**config.mk**
```make
export PLATFORM = sky130hd
export DESIGN_NAME = lcdsm_core
export DESIGN_NICKNAME = d
export VERILOG_FILES = /design/src/lcdsm_pkg.sv /design/src/lcdsm_core.sv
export VERILOG_INCLUDE_DIRS = /design/src
export SDC_FILE = /design/constraint.sdc
export NUM_CORES = 1
export LEC_CHECK = 0
export ABC_AREA = 1
export BUFFER_PORTS_ARGS = -buffer_cell sky130_fd_sc_hd__buf_4
export CELL_PAD_IN_SITES_DETAIL_PLACEMENT = 0
export CELL_PAD_IN_SITES_GLOBAL_PLACEMENT = 2
export CORE_ASPECT_RATIO = 2
export CORE_MARGIN = 4
export CORE_UTILIZATION = 39
export DETAILED_ROUTE_END_ITERATION = 16
export PLACE_DENSITY_LB_ADDON = 0.05
export SLEW_MARGIN = 25
export SYNTH_ARGS = -nofsm -noshare
export SYNTH_HDL_FRONTEND = slang
export SYNTH_SLANG_ARGS = --single-unit
```
**constraint.sdc**
```tcl
create_clock -name sys_clk -period 7.15 [get_ports sys_clk]
set_input_delay 0 -clock sys_clk [delete_from_list [all_inputs] [get_ports sys_clk]]
set_output_delay 0 -clock sys_clk [all_outputs]
set_load 0.01 [all_outputs]
```
**src/lcdsm_regs.svh**
```systemverilog
`ifndef LCDSM_REGS_SVH
`define LCDSM_REGS_SVH

// ****************************************
// Register map
// ****************************************
`define LCDSM_ADDR_CTRL 8'h00
`define LCDSM_ADDR_PTR 8'h04
`define LCDSM_ADDR_SUB 8'h08
`define LCDSM_ADDR_DATA 8'h0c
`define LCDSM_ADDR_STAT 8'h10

// ****************************************
// Control fields
// ****************************************
`define LCDSM_CTRL_MODE 1:0
`define LCDSM_CTRL_PSAVE 2
`define LCDSM_CTRL_IN_BANK 3
`define LCDSM_CTRL_OUT_BANK 4
`define LCDSM_CTRL_BLINK 6:5
`define LCDSM_PTR_FIELD 5:0
`define LCDSM_SUB_FIELD 2:0
`define LCDSM_DATA_FIELD 7:0

// ****************************************
// Memory geometry
// ****************************************
`define LCDSM_SEGS 40
`define LCDSM_LAST_ADDR 6'd39
`define LCDSM_HI_BANK 2'h2
`define LCDSM_LAST_BIT 3'h7

// ****************************************
// Timing
// ****************************************
`define LCDSM_SYS_HZ 40000000
`define LCDSM_OSC_HZ_NORM 184320
`define LCDSM_OSC_HZ_PSAVE 30720
`define LCDSM_HALF_NORM (`LCDSM_SYS_HZ / (2 * `LCDSM_OSC_HZ_NORM))
`define LCDSM_HALF_PSAVE (`LCDSM_SYS_HZ / (2 * `LCDSM_OSC_HZ_PSAVE))
`define LCDSM_FRAME_NORM 2880
`define LCDSM_FRAME_PSAVE 480

// ****************************************
// Reset values
// ****************************************
`define LCDSM_BP_RESET 4'h1

`endif

```
**src/lcdsm_pkg.sv**
```systemverilog
package lcdsm_pkg;

    typedef enum logic [1:0] {
        LCDSM_STATIC,
        LCDSM_MUX2,
        LCDSM_MUX3,
        LCDSM_MUX4
    } lcdsm_mode_e;

    typedef struct packed {
        lcdsm_mode_e mode;
        logic psave;
        logic in_bank;
        logic out_bank;
        logic [1:0] blink;
        logic [5:0] ptr;
        logic [2:0] sub_cnt;
        logic busy;
        logic [7:0] sreg;
        logic [2:0] bitcnt;
        logic [1:0] pos;
        logic pend;
        logic [7:0] pend_byte;
        logic [10:0] div_cnt;
        logic clk_lvl;
        logic clk_prev;
        logic sync_prev;
        logic sync_drv;
        logic [11:0] tcnt;
        logic [1:0] phase;
        logic [39:0] shreg;
        logic [5:0] sh_idx;
        logic [39:0] latch;
        logic [3:0] bp;
        logic [31:0] rdata;
    } lcdsm_state_s;

endpackage

```
**src/lcdsm_core.sv**
```systemverilog
// What this block does
// - Select pin low: run from internal oscillator, drive it out on clock pin.
// - Select pin high: clock pin is input, all timing from it.
// - Frame is device clock divided by 2880, or 480 in power-saving.
// - Byte not yet stored when next arrives: hold serial clock low.
// - Shared sync signal keeps cascaded drivers frame-aligned.
// - Next column shifts in while latched column is displayed.
// - Forty segment outputs from latch bits, in step with backplane phase.
// - Modes use one, two, three or four backplanes.
// - 1:3 backplane 3 copies 1; 1:2 pairs 0 with 2, 1 with 3.
// - Static mode: all four backplanes identical.
// - Memory is 40 words of 4 bits; 1 means segment on.
// - Address maps to segment; word bit n shows against backplane n.
// - Byte fills bit 0 of 8 addresses, or bits 0-1 of 4.
// - 1:3 fills bits 0-2 of 2 addresses and bits 0-1 of a third; 1:4 bits 0-3 of 2.
// - Pointer loaded by command, steps 8, 4, 3 or 2 per byte.
// - Store only when subaddress counter equals strap inputs.
// - On mismatch skip write but step pointer just the same.
// - Pointer overflow past last address increments subaddress counter.
// - Overflow mid-byte sends remaining bits to the next device.
// - Output bank presents bits 0-3, 0-2, 0-1 or 0 per frame.
// - Bank swap shows bit 2 for 0 static, bits 2-3 in 1:2.
// - Reset clears pointer, counter, banks, blink; selects 1:4 mode.
// - Input bank writes bit 2 static or bits 2-3 in 1:2.
`timescale 1ns/1ps
`default_nettype none
`include "lcdsm_regs.svh"

module lcdsm_core (
    input wire logic sys_clk,
    input wire logic sys_rst,
    input wire logic [7:0] reg_addr,
    input wire logic [31:0] reg_wdata,
    input wire logic reg_wr,
    input wire logic reg_rd,
    output logic [31:0] reg_rdata,
    input wire logic osc_sel,
    input wire logic clk_pin_in,
    output logic clk_pin_out,
    output logic clk_pin_oe,
    input wire logic sync_in,
    output logic sync_out,
    output logic sync_oe,
    output logic scl_hold,
    input wire logic subaddr_strap_0,
    input wire logic subaddr_strap_1,
    input wire logic subaddr_strap_2,
    output logic [39:0] segment_outputs,
    output logic backplane_out_0,
    output logic backplane_out_1,
    output logic backplane_out_2,
    output logic backplane_out_3
);

    // ****************************************
    // Helpers
    // ****************************************
    function automatic logic [2:0] bits_per_addr(lcdsm_pkg::lcdsm_mode_e m);
        case (m)
            lcdsm_pkg::LCDSM_STATIC: bits_per_addr = 3'h1;
            lcdsm_pkg::LCDSM_MUX2: bits_per_addr = 3'h2;
            lcdsm_pkg::LCDSM_MUX3: bits_per_addr = 3'h3;
            default: bits_per_addr = 3'h4;
        endcase
    endfunction

    function automatic logic [1:0] bank_base(lcdsm_pkg::lcdsm_mode_e m,
                                             logic sel);
        if (sel && (m == lcdsm_pkg::LCDSM_STATIC ||
                    m == lcdsm_pkg::LCDSM_MUX2)) begin
            bank_base = `LCDSM_HI_BANK;
        end else begin
            bank_base = 2'h0;
        end
    endfunction

    function automatic logic [11:0] phase_len(lcdsm_pkg::lcdsm_mode_e m,
                                              logic ps);
        logic [11:0] fr;
        fr = ps ? 12'(`LCDSM_FRAME_PSAVE) : 12'(`LCDSM_FRAME_NORM);
        case (m)
            lcdsm_pkg::LCDSM_STATIC: phase_len = fr;
            lcdsm_pkg::LCDSM_MUX2: phase_len = fr / 12'h2;
            lcdsm_pkg::LCDSM_MUX3: phase_len = fr / 12'h3;
            default: phase_len = fr / 12'h4;
        endcase
    endfunction

    function automatic logic [3:0] bp_pattern(lcdsm_pkg::lcdsm_mode_e m,
                                              logic [1:0] ph);
        case (m)
            lcdsm_pkg::LCDSM_STATIC: bp_pattern = 4'hf;
            lcdsm_pkg::LCDSM_MUX2: bp_pattern = ph[0] ? 4'ha : 4'h5;
            lcdsm_pkg::LCDSM_MUX3: begin
                if (ph == 2'h0) begin
                    bp_pattern = 4'h1;
                end else if (ph == 2'h1) begin
                    bp_pattern = 4'ha;
                end else begin
                    bp_pattern = 4'h4;
                end
            end
            default: bp_pattern = 4'(4'h1 << ph);
        endcase
    endfunction

    function automatic logic [6:0] ptr_step(logic [5:0] p);
        if (p >= `LCDSM_LAST_ADDR) begin
            ptr_step = {1'b1, 6'h0};
        end else begin
            ptr_step = {1'b0, 6'(p + 6'h1)};
        end
    endfunction

    // ****************************************
    // State
    // ****************************************
    lcdsm_pkg::lcdsm_state_s st, n;
    logic [3:0] ram [0:`LCDSM_SEGS-1];
    logic ram_we;
    logic [5:0] ram_addr;
    logic [1:0] ram_bit;
    logic ram_val;
    logic tick;
    logic ext_sync;
    logic phase_end;
    logic [2:0] strap;
    logic [2:0] bpa;
    logic [1:0] nxt_phase;
    logic [1:0] out_bit;
    logic [11:0] plen;
    logic [6:0] stepped;

    assign strap = {subaddr_strap_2, subaddr_strap_1, subaddr_strap_0};

    always_comb begin
        n = st;
        ram_we = 1'b0;
        ram_addr = st.ptr;
        ram_bit = 2'(bank_base(st.mode, st.in_bank) + st.pos);
        ram_val = st.sreg[7];
        bpa = bits_per_addr(st.mode);
        plen = phase_len(st.mode, st.psave);
        stepped = ptr_step(st.ptr);
        tick = 1'b0;
        n.rdata = 32'h0;

        // ****************************************
        // Device clock source
        // ****************************************
        n.clk_prev = clk_pin_in;
        if (osc_sel) begin
            tick = clk_pin_in && !st.clk_prev;
            n.clk_lvl = 1'b0;
            n.div_cnt = 11'h0;
        end else if (st.div_cnt == 11'h0) begin
            n.div_cnt = st.psave ? 11'(`LCDSM_HALF_PSAVE - 1)
                                 : 11'(`LCDSM_HALF_NORM - 1);
            n.clk_lvl = !st.clk_lvl;
            tick = !st.clk_lvl;
        end else begin
            n.div_cnt = 11'(st.div_cnt - 11'h1);
        end

        // ****************************************
        // Frame and multiplex timing
        // ****************************************
        // Sync line sampled on device ticks only
        if (tick) begin
            n.sync_prev = sync_in;
        end
        ext_sync = !sync_in && st.sync_prev && !st.sync_drv;
        phase_end = (st.tcnt >= 12'(plen - 12'h1)) || ext_sync;
        if (ext_sync || ({1'b0, st.phase} >= 3'(bpa - 3'h1))) begin
            nxt_phase = 2'h0;
        end else begin
            nxt_phase = 2'(st.phase + 2'h1);
        end
        out_bit = 2'(nxt_phase + bank_base(st.mode, st.out_bank));
        if (tick) begin
            if (phase_end) begin
                n.tcnt = 12'h0;
                n.phase = nxt_phase;
                n.latch = st.shreg;
                n.sh_idx = 6'h0;
                n.bp = bp_pattern(st.mode, nxt_phase);
                n.sync_drv = (nxt_phase == 2'h0) && !ext_sync;
            end else begin
                n.tcnt = 12'(st.tcnt + 12'h1);
                n.sync_drv = 1'b0;
                if (st.sh_idx <= `LCDSM_LAST_ADDR) begin
                    n.shreg = {ram[st.sh_idx][out_bit],
                               st.shreg[39:1]};
                    n.sh_idx = 6'(st.sh_idx + 6'h1);
                end
            end
        end

        // ****************************************
        // Display byte storage
        // ****************************************
        if (tick && st.busy) begin
            if (st.sub_cnt == strap && st.ptr <= `LCDSM_LAST_ADDR) begin
                ram_we = 1'b1;
            end
            n.sreg = {st.sreg[6:0], 1'b0};
            n.bitcnt = 3'(st.bitcnt + 3'h1);
            if ({1'b0, st.pos} == 3'(bpa - 3'h1) ||
                st.bitcnt == `LCDSM_LAST_BIT) begin
                n.pos = 2'h0;
                n.ptr = stepped[5:0];
                if (stepped[6]) begin
                    n.sub_cnt = 3'(st.sub_cnt + 3'h1);
                end
            end else begin
                n.pos = 2'(st.pos + 2'h1);
            end
            if (st.bitcnt == `LCDSM_LAST_BIT) begin
                if (st.pend) begin
                    n.sreg = st.pend_byte;
                    n.bitcnt = 3'h0;
                    n.pend = 1'b0;
                end else begin
                    n.busy = 1'b0;
                end
            end
        end

        // ****************************************
        // Register port
        // ****************************************
        if (reg_wr) begin
            if (reg_addr == `LCDSM_ADDR_CTRL) begin
                n.mode = lcdsm_pkg::lcdsm_mode_e'(reg_wdata[`LCDSM_CTRL_MODE]);
                n.psave = reg_wdata[`LCDSM_CTRL_PSAVE];
                n.in_bank = reg_wdata[`LCDSM_CTRL_IN_BANK];
                n.out_bank = reg_wdata[`LCDSM_CTRL_OUT_BANK];
                n.blink = reg_wdata[`LCDSM_CTRL_BLINK];
            end else if (reg_addr == `LCDSM_ADDR_PTR) begin
                if (reg_wdata[`LCDSM_PTR_FIELD] <= `LCDSM_LAST_ADDR) begin
                    n.ptr = reg_wdata[`LCDSM_PTR_FIELD];
                end else begin
                    n.ptr = 6'h0;
                end
                n.pos = 2'h0;
            end else if (reg_addr == `LCDSM_ADDR_SUB) begin
                n.sub_cnt = reg_wdata[`LCDSM_SUB_FIELD];
            end else if (reg_addr == `LCDSM_ADDR_DATA) begin
                if (!n.busy) begin
                    n.busy = 1'b1;
                    n.sreg = reg_wdata[`LCDSM_DATA_FIELD];
                    n.bitcnt = 3'h0;
                end else if (!n.pend) begin
                    n.pend = 1'b1;
                    n.pend_byte = reg_wdata[`LCDSM_DATA_FIELD];
                end
            end
        end
        if (reg_rd) begin
            if (reg_addr == `LCDSM_ADDR_CTRL) begin
                n.rdata = {25'h0, st.blink, st.out_bank, st.in_bank,
                           st.psave, st.mode};
            end else if (reg_addr == `LCDSM_ADDR_PTR) begin
                n.rdata = {26'h0, st.ptr};
            end else if (reg_addr == `LCDSM_ADDR_SUB) begin
                n.rdata = {29'h0, st.sub_cnt};
            end else if (reg_addr == `LCDSM_ADDR_STAT) begin
                n.rdata = {27'h0, st.phase, st.sub_cnt == strap,
                           st.pend, st.busy};
            end else begin
                n.rdata = 32'h0;
            end
        end
    end

    always_ff @(posedge sys_clk) begin
        if (sys_rst) begin
            st <= '0;
            st.mode <= lcdsm_pkg::LCDSM_MUX4;
            st.bp <= `LCDSM_BP_RESET;
            st.clk_prev <= 1'b1;
            st.sync_prev <= 1'b1;
        end else begin
            st <= n;
        end
    end

    always_ff @(posedge sys_clk) begin
        if (ram_we) begin
            ram[ram_addr][ram_bit] <= ram_val;
        end
    end

    // ****************************************
    // Outputs
    // ****************************************
    assign reg_rdata = st.rdata;
    assign clk_pin_out = st.clk_lvl;
    assign clk_pin_oe = !osc_sel;
    assign sync_out = 1'b0;
    assign sync_oe = st.sync_drv;
    assign scl_hold = st.pend;
    assign segment_outputs = st.latch;
    assign backplane_out_0 = st.bp[0];
    assign backplane_out_1 = st.bp[1];
    assign backplane_out_2 = st.bp[2];
    assign backplane_out_3 = st.bp[3];
endmodule

`default_nettype wire

```
==> impl_metrics.env, run 1 <==
export IMPL_start_util_pct=39.4
export IMPL_min_from="reg_addr[7]"
export IMPL_finalNonFillerCells=2453
export IMPL_whs_endpoint="reg_rdata[2]"
export IMPL_wl_per_cell_um=17.2
export IMPL_cts_tree="built"
export IMPL_syn_area_um2=15600
export IMPL_drc=0
export IMPL_final_layout_size_suffix_gt1_share_pct=9.02
export IMPL_cts_clk_slew_worst_paths_ns=0.07
export IMPL_placed_cells=2370
export IMPL_critPathKind="register to register"
export IMPL_die_w_um=149
export IMPL_cap_violations=0
export IMPL_fin_skew_ns=0.0183
export IMPL_first_global_vias=12300
export IMPL_overflow=0
export IMPL_end_kind="register"
export IMPL_vias=12200
export IMPL_area_growth_pct=11.7
export IMPL_dieArea_um2=43500
export IMPL_ioPinCount=131
export IMPL_die_h_um=291
export IMPL_synthFlopType="dfxtp_1"
export IMPL_cts_setup_buffers=0
export IMPL_finalCritPeriodShare_pct=59.1
export IMPL_synthArstFlopShare_pct=0
export IMPL_cp_common_cell="inv_1"
export IMPL_fin_crit_ns=4.23
export IMPL_worstRegToRegCells=17
export IMPL_synth_top_area_share_pct=30.8
export IMPL_htreeDepth=1
export IMPL_fin_area_um2=17400
export IMPL_routed_via_density=4.98
export IMPL_fin_ws_ns=2.92
export IMPL_yosys_top_cells_area="edfxtp_1, dfxtp_1, nor2_1, nand2_1, nand3_1"
export IMPL_r2r_start="st[188]"
export IMPL_pre_cts_ws_ns=2.28
export IMPL_gp_congestion=0.798
export IMPL_synth_top_area_cell="edfxtp_1"
export IMPL_rows=103
export IMPL_grt_max_degree=84
export IMPL_final_antenna_net_count=0
export IMPL_clk_path_buf_depth=3
export IMPL_dpl_instance_area_um2=16100
export IMPL_cp_slowest_cell="dfxtp_1"
export IMPL_syn_inst=1887
export IMPL_final_core_util_pct=44.1
export IMPL_dr_first_iter_drc_count=448
export IMPL_required_ns=7.65
export IMPL_ys_seq_area_share_pct=52.7
export IMPL_cp_cell_sequence="ha_1 -> inv_1 -> a22oi_1 -> inv_1 -> nor3b_1 -> a21oi_1 -> ha_1 -> nand2_1 -> nor2_1 -> nand3_1 -> o2111ai_1 -> nor2_1 -> inv_1 -> nand2_2 -> buf_4 -> nand2_1 -> nor3b_1"
export IMPL_grt_first_pass_wirelength_mm=66.7
export IMPL_finalWirelength_mm=42.3
export IMPL_slew_headroom_pct=30.3
export IMPL_ys_warn_count=0
export IMPL_cts_made_buffers=31
export IMPL_leakage_nw=6.96
export IMPL_fin_total_pwr_mw=4.98
export IMPL_syn_area_per_cell_um2=8.27
export IMPL_antenna_cells=0
export IMPL_cp_arrival_ns=4.73
export IMPL_tightestPinTransition_ns=1.04
export IMPL_layout_nets=1979
export IMPL_clock_sinks=331
export IMPL_max_stage_delay_ns=0.52
export IMPL_peakVddDrop_uv=214
export IMPL_setup_viol=0
export IMPL_antenna_found_initial=0
export IMPL_r2r_end="st[131]"
export IMPL_r2r_setup_slack_ns=2.92
export IMPL_clock_fmax_mhz=237
export IMPL_worst_path_buf_inv=4
export IMPL_status="complete, no violations"
export IMPL_yosysUniqueCellTypes=50
export IMPL_layout_commonest_cell="nor2_1"
export IMPL_core_area_um2=39600
export IMPL_hold_ws_ns=0.0953
export IMPL_synth_seq_cells=331
export IMPL_hold_viol_final=0
export IMPL_final_cell_mix="nor2_1, nand2_1, nand3_1"
export IMPL_cts_root_buf="clkbuf_16"
export IMPL_firstDrtPassIters=5
export IMPL_grt_setup_unrepaired="no"
export IMPL_slew_violations=0
export IMPL_holdPathStages=7
export IMPL_dp_hpwl_mm=28.5
export IMPL_grt_usage_pct=19.4
export IMPL_powerDensity_nw_per_um2=286
export IMPL_port_buffers=80
export IMPL_critPathMaxFanout=54
export IMPL_cp_start_kind="register"
export IMPL_clock_latency_ns=0.58
export IMPL_synth_edf_count=160
export IMPL_final_setup_tns_ns=0
export IMPL_cp_top_family="simple AND/OR/NAND/NOR gates"
export IMPL_hp_class="input pin to register"
## cells in the mapped netlist (3+ instances only)
cell / count
ha_1: 25
inv_2: 3
a31oi_1: 6
nand2_1: 341
dfxtp_1: 171
xnor2_1: 9
buf_4: 80
a21oi_1: 61
nor2_1: 417
nor3b_1: 4
o211a_1: 7
nor3_1: 28
o21ai_0: 133
nor2_4: 4
edfxtp_1: 160
buf_2: 22
xor2_1: 11
clkbuf_1: 59
nor2_2: 4
inv_1: 96
nand3_1: 173
o211ai_1: 11
o21ai_1: 4
nand2_4: 3
o22ai_1: 9
nand2_2: 3
nand4_1: 8
nor4_1: 4
nand3b_1: 3
a221oi_1: 3
## tightest hold or removal path: cells and delay by family
kind | cells | cell delay [ns]
AO/OA/AOI/OAI | 2 | 0.22
buffers and inverters | 1 | 0.07
AND/OR/NAND/NOR | 4 | 0.32
## state kept, by name, indices dropped and copies added (netlist names), named ones only
signal and count:
ram 160, backplane_out_0 1, segment_outputs 40, scl_hold 1, clk_pin_out 1, ram_val 1, reg_rdata 7, backplane_out_3 1
backplane_out_1 1, backplane_out_2 1, sync_oe 1, ram_addr 6, st 104
## report_power, final
part | total, mW | internal [mW] | leakage, nW | switching, mW
clock | 1.70 | 0.975 | 0.516 | 0.730
combinational | 1.02 | 0.349 | 3.45 | 0.675
sequential | 2.26 | 2.14 | 2.99 | 0.116
## metal layers
layer / vias up / part of all wire (%) / track usage, %
li1: 6194 / - / -
met1: 5795 / 37 / 20.2
met2: 181 / 58 / 39.2
met3: 53 / 3.0 / 2.26
met4: 0 / 2.6 / 6.08
met5: - / 0 / 0
## cells by family (layout without fill, tap and decap cells)
| group | Yosys count | count (layout) | synth area share, % |
|---|---|---|---|
| other | 1 | 26 | 0.0240 |
| XOR/XNOR | 20 | 20 | 1.12 |
| buffers and inverters | 264 | 280 | 8.51 |
| flip-flops | 331 | 331 | 52.7 |
| AO/OA/AOI/OAI | 244 | 244 | 8.67 |
| adder cells (fa/ha/maj) | 25 | 25 | 2.01 |
| AND/OR/NAND/NOR | 1002 | 1002 | 26.9 |
## layout make-up
cell class	instances	area, µm²
multi-input cells	1317	6140
clock inverters	15	180
repair buffers	123	998
fillers	4070	22100
well taps	525	657
clock buffers	42	848
inverters	100	377
flip-flops and latches	331	8230
## what timing repair did
item / 4_1_cts / 5_1_grt
endpoints found under the setup margin: 0 / 0
endpoints found under the hold margin: 77 / 0
hold buffers: 25 / 0
gates resized for setup: 0 / 0
## worst max-delay path by stage
| stage | from | to | slack (ns) | cells after the start |
|---|---|---|---|---|
| global route | st[188] | st[129] | 2.39 | 17 |
| floorplan | st[188] | segment_outputs[31] | 3.86 | 20 |
| CTS | st[188] | st[115] | 2.26 | 17 |
| detailed placement | st[188] | st[103] | 2.28 | 17 |
| finish | st[188] | st[131] | 2.92 | 17 |
| global placement | st[188] | st[111] | 2.34 | 17 |
No activity file was read; power rests on OpenSTA's default activity.
==> run 2: changes to the inputs <==
Settings changed: CORE_UTILIZATION 39 to 36.
Clock period 7.15 ns to 4.35 ns, I/O delays scaled along.
==> impl_metrics.env, run 2 (synthesis results as in run 1) <==
export IMPL_status="complete, no violations"
export IMPL_fin_area_um2=17600
export IMPL_core_area_um2=42700
export IMPL_r2r_setup_slack_ns=0.53
export IMPL_r2r_start="st[188]"
export IMPL_netSwitchingFraction_pct=30.4
export IMPL_finalWirelength_mm=43.2
export IMPL_p_int_mw=5.84
export IMPL_routed_via_density=4.93
export IMPL_max_stage_delay_ns=0.52
export IMPL_die_h_um=302
export IMPL_clk_path_buf_depth=3
export IMPL_worstRegToRegCells=17
export IMPL_clock_sinks=331
export IMPL_grt_first_pass_wirelength_mm=67.7
export IMPL_hold_viol_final=0
export IMPL_fin_ws_ns=0.530
export IMPL_overflow=0
export IMPL_cp_slowest_cell="dfxtp_1"
export IMPL_peakVddDrop_uv=394
export IMPL_port_buffers=80
export IMPL_clock_latency_ns=0.57
export IMPL_ioPinCount=131
export IMPL_layout_nets=1984
export IMPL_cts_setup_buffers=0
export IMPL_final_cell_mix="nor2_1, nand2_1, nand3_1"
export IMPL_required_ns=4.84
export IMPL_dr_first_iter_drc_count=642
export IMPL_share_comb_of_total_power_pct=20.2
export IMPL_largest_reg_flops=160
export IMPL_die_w_um=155
export IMPL_area_growth_pct=13.0
export IMPL_final_setup_tns_ns=0
export IMPL_fin_crit_ns=3.82
export IMPL_rows=107
export IMPL_final_layout_size_suffix_gt1_share_pct=9.73
export IMPL_whs_endpoint="reg_rdata[2]"
export IMPL_crit_start="st[188]"
export IMPL_power_switching_mw=2.55
export IMPL_critPathMaxFanout=26
export IMPL_hold_ws_ns=0.0473
export IMPL_cp_cell_sequence="inv_1 -> ha_1 -> a22oi_1 -> inv_1 -> nor3b_1 -> a21oi_1 -> ha_1 -> nand2_1 -> nor2_1 -> nand2_1 -> o2111ai_1 -> nor2_1 -> inv_1 -> nand2_2 -> buf_4 -> nand2_1 -> nor3b_1"
export IMPL_critPathKind="register to register"
export IMPL_nFillCells=4400
export IMPL_grt_usage_pct=18.2
export IMPL_dp_hpwl_mm=29.2
export IMPL_power_frac_seq_pct=44.2
export IMPL_fin_skew_ns=0.00790
export IMPL_end_kind="register"
export IMPL_powerDensity_nw_per_um2=476
export IMPL_min_from="reg_addr[4]"
export IMPL_cts_clk_slew_worst_paths_ns=0.07
export IMPL_cts_made_buffers=31
export IMPL_leakage_nw=7.03
export IMPL_antenna_cells=0
export IMPL_finalCritPeriodShare_pct=87.8
export IMPL_tightestPinTransition_ns=0.924
export IMPL_final_core_util_pct=41.3
export IMPL_layout_commonest_cell="nor2_1"
export IMPL_pre_cts_ws_ns=0.473
export IMPL_cp_start_kind="register"
export IMPL_largest_register="ram"
export IMPL_slew_headroom_pct=38.4
export IMPL_grt_setup_unrepaired="no"
export IMPL_setup_viol=0
export IMPL_dpl_instance_area_um2=16200
export IMPL_final_antenna_net_count=0
export IMPL_antenna_found_initial=0
export IMPL_clock_fmax_mhz=262
export IMPL_first_global_vias=12200
export IMPL_vias=12200
export IMPL_dieArea_um2=46900
export IMPL_gp_congestion=0.805
export IMPL_cp_arrival_ns=4.31
export IMPL_r2r_end="st[131]"
export IMPL_firstDrtPassIters=5
export IMPL_cts_root_buf="clkbuf_16"
export IMPL_cts_tree="built"
export IMPL_htreeDepth=1
export IMPL_wl_per_cell_um=17.4
export IMPL_holdPathStages=5
export IMPL_cap_violations=0
export IMPL_start_util_pct=36.5
export IMPL_grt_max_degree=116
export IMPL_drc=0
export IMPL_slew_violations=0
export IMPL_p_clk_share_pct=35.6
export IMPL_seq_area_um2=8230
export IMPL_hp_class="input pin to register"
export IMPL_multi_input_area_um2=6150
## run 2: changes by cell type in the layout (fill, tap and decap cells not counted), sizes merged
| cell | previous run | this run |
|---|---|---|
| buf | 98 | 106 |
| clkbuf | 42 | 37 |
| clkinvlp | 0 | 4 |
| dlygate4sd3 | 25 | 22 |
| bufinv | 4 | 5 |
| clkinv | 10 | 11 |
| inv | 101 | 100 |
## run 2: layout make-up
type	instances	share of cell area (%)
sequential	331	46.7
multi-input combinational	1317	34.9
timing repair buffer	128	6.02
clock buffer	37	4.95
tap	545	3.87
inverter	100	2.14
clock inverter	20	1.42
## run 2: metrics by stage
| step | total power, mW | cells |
|---|---|---|
| finish | 8.39 | 2478 |
| global route | 8.90 | 2478 |
| CTS | 8.55 | 2477 |
| detailed placement | 5.51 | 2398 |
| global placement | 5.50 | 2398 |
| floorplan | 5.02 | 1912 |
## run 2: worst max-delay path by stage
stage / end / slack, ns / depth (start not counted)
detailed placement: st[131] / 0.47 / 17
global route: st[129] / 0.04 / 19
floorplan: segment_outputs[31] / 1.06 / 20
finish: st[131] / 0.53 / 17
CTS: st[131] / 0.43 / 17
global placement: st[131] / 0.54 / 17
## run 2: power by group through the flow
| stage | sequential, mW | clock [mW] | combinational (mW) |
|---|---|---|---|
| 2_1_floorplan | 3.71 | 0 | 1.31 |
| 3_3_place_gp | 3.78 | 0 | 1.72 |
| 3_5_place_dp | 3.78 | 0 | 1.73 |
| 4_1_cts | 3.72 | 3.09 | 1.75 |
| 5_1_grt | 3.75 | 3.20 | 1.96 |
| 6_report | 3.71 | 2.99 | 1.69 |
## run 2: routing by layer
layer	vias up	track usage [%]	part of all wire [%]
met1	5806	19.0	38
met5	-	0	0
li1	6187	-	-
met2	162	37.4	57
met3	58	1.86	2.6
met4	0	4.99	2.4
## run 2: timing repair
action / 4_1_cts / 5_1_grt
resized for setup: 0 / 0
hold buffers: 22 / 0
endpoints found under the hold margin: 77 / 0
## run 2: critical path, delay by kind of cell (launching register included)
kind | cells | cell delay (ns)
AO/OA/AOI/OAI | 3 | 0.62
AND/OR/NAND/NOR | 8 | 1.26
adder cells (fa/ha/maj) | 2 | 0.63
buffers and inverters | 4 | 0.71
flip-flops | 1 | 0.52
==> run 3: changes to the inputs <==
Settings changed: MAX_ROUTING_LAYER from default to met4.
==> impl_metrics.env, run 3 (synthesis results as in run 1) <==
export IMPL_status="complete, no violations"
export IMPL_fin_skew_ns=0.00850
export IMPL_largest_reg_flops=160
export IMPL_slew_violations=0
export IMPL_fin_crit_ns=3.81
export IMPL_firstDrtPassIters=5
export IMPL_grt_usage_pct=18.7
export IMPL_cp_top_family="simple AND/OR/NAND/NOR gates"
export IMPL_routed_via_density=4.92
export IMPL_max_stage_delay_ns=0.52
export IMPL_clk_path_buf_depth=3
export IMPL_ioPinCount=131
export IMPL_grt_setup_unrepaired="no"
export IMPL_cap_violations=0
export IMPL_die_w_um=155
export IMPL_cp_slowest_cell="dfxtp_1"
export IMPL_grt_max_degree=116
export IMPL_leakage_nw=7.03
export IMPL_hold_ws_ns=0.0607
export IMPL_drc=0
export IMPL_layout_nets=1984
export IMPL_cts_clk_slew_worst_paths_ns=0.07
export IMPL_final_cell_mix="nor2_1, nand2_1, nand3_1"
export IMPL_required_ns=4.84
export IMPL_fin_area_um2=17600
export IMPL_layout_commonest_cell="nor2_1"
export IMPL_clock_latency_ns=0.57
export IMPL_hold_buffers=22
export IMPL_cts_setup_buffers=0
export IMPL_top_layer="met4"
export IMPL_finalWirelength_mm=43.2
export IMPL_worst_path_buf_inv=4
export IMPL_antenna_found_initial=0
export IMPL_clock_fmax_mhz=262
export IMPL_dp_hpwl_mm=29.2
export IMPL_dr_wl_met2_mm=24.8
export IMPL_end_kind="register"
export IMPL_cp_start_kind="register"
export IMPL_powerDensity_nw_per_um2=476
export IMPL_clock_sinks=331
export IMPL_final_setup_tns_ns=0
export IMPL_overflow=0
export IMPL_finalCritPeriodShare_pct=87.7
export IMPL_dpl_instance_area_um2=16200
export IMPL_start_util_pct=36.5
export IMPL_tightestPinTransition_ns=0.921
export IMPL_wl_met1_mm=16.2
export IMPL_hold_viol_final=0
export IMPL_nFillCells=4401
export IMPL_slew_headroom_pct=38.6
export IMPL_die_h_um=302
export IMPL_vias=12200
export IMPL_cts_tree="built"
export IMPL_htreeDepth=1
export IMPL_largest_register="ram"
export IMPL_post_cts_resized=0
export IMPL_hp_class="input pin to register"
export IMPL_grt_first_pass_wirelength_mm=67.8
export IMPL_critPathMaxFanout=26
export IMPL_first_global_vias=12200
export IMPL_placed_cells=2398
export IMPL_final_layout_size_suffix_gt1_share_pct=9.73
export IMPL_gp_congestion=0.817
export IMPL_dieArea_um2=46900
export IMPL_cts_made_buffers=31
export IMPL_peakVddDrop_uv=393
export IMPL_antenna_cells=0
export IMPL_finalNonFillerCells=2478
export IMPL_cp_arrival_ns=4.30
export IMPL_port_buffers=80
export IMPL_wl_per_cell_um=17.4
export IMPL_cts_root_buf="clkbuf_16"
export IMPL_routed_wl_met3_mm=1.14
export IMPL_setup_viol=0
export IMPL_critPathKind="register to register"
export IMPL_final_antenna_net_count=0
export IMPL_rows=107
export IMPL_cp_cell_sequence="inv_1 -> ha_1 -> a22oi_1 -> inv_1 -> nor3b_1 -> a21oi_1 -> ha_1 -> nand2_1 -> nor2_1 -> nand2_1 -> o2111ai_1 -> nor2_1 -> inv_1 -> nand2_2 -> buf_4 -> nand2_1 -> nor3b_1"
export IMPL_core_area_um2=42700
export IMPL_area_growth_pct=13.0
export IMPL_dr_first_iter_drc_count=615
[run 3: cell counts in the layout (fill, tap and decap cells not counted)]
Identical to the previous run, type by type.
[run 3: through the flow]
step / power, mW / util [%] / setup slack, ns
after floorplan: 5.02 / - / 1.06
after global placement: 5.50 / 38.0 / 0.540
after detailed placement: 5.51 / 38.0 / 0.473
after CTS: 8.55 / 41.2 / 0.431
after global routing: 8.90 / 41.3 / 0.0441
final: 8.39 / 41.3 / 0.536
[run 3: routing by layer]
layer | vias up | track usage [%]
met5 | - | -
met1 | 5800 | 19.2
met3 | 60 | 1.79
li1 | 6188 | -
met2 | 146 | 37.3
met4 | 0 | 4.99
[run 3: worst paths after layout]
kind,slack [ns],cells past startpoint,start,end
worst max-delay path,0.54,17,st[188],st[131]
worst min-delay path,0.06,5,reg_addr[4],reg_rdata[2]
worst min register to register,0.46,2,st[184],st[184]
worst max register to register,0.54,17,st[188],st[131]
[run 3: area by class of cell]
class,instances,area [µm²],share of cell area (%)
Inverter,100,377,2.14
Timing Repair Buffer,128,1060,6.02
Clock buffer,37,872,4.95
Multi-Input combinational cell,1317,6150,34.9
Clock inverter,20,250,1.42
Sequential cell,331,8230,46.7
Tap cell,545,682,3.87
[run 3: tightest hold or removal path: cells and delay by family]
family          cells  cell delay, ns
compound gates      2            0.25
buf+inv             1            0.11
simple gates        2            0.18
[run 3: power by group]
group	internal [mW]	switching, mW
logic	0.589	1.10
registers	3.52	0.194
clock network	1.74	1.25
total	5.84	2.55
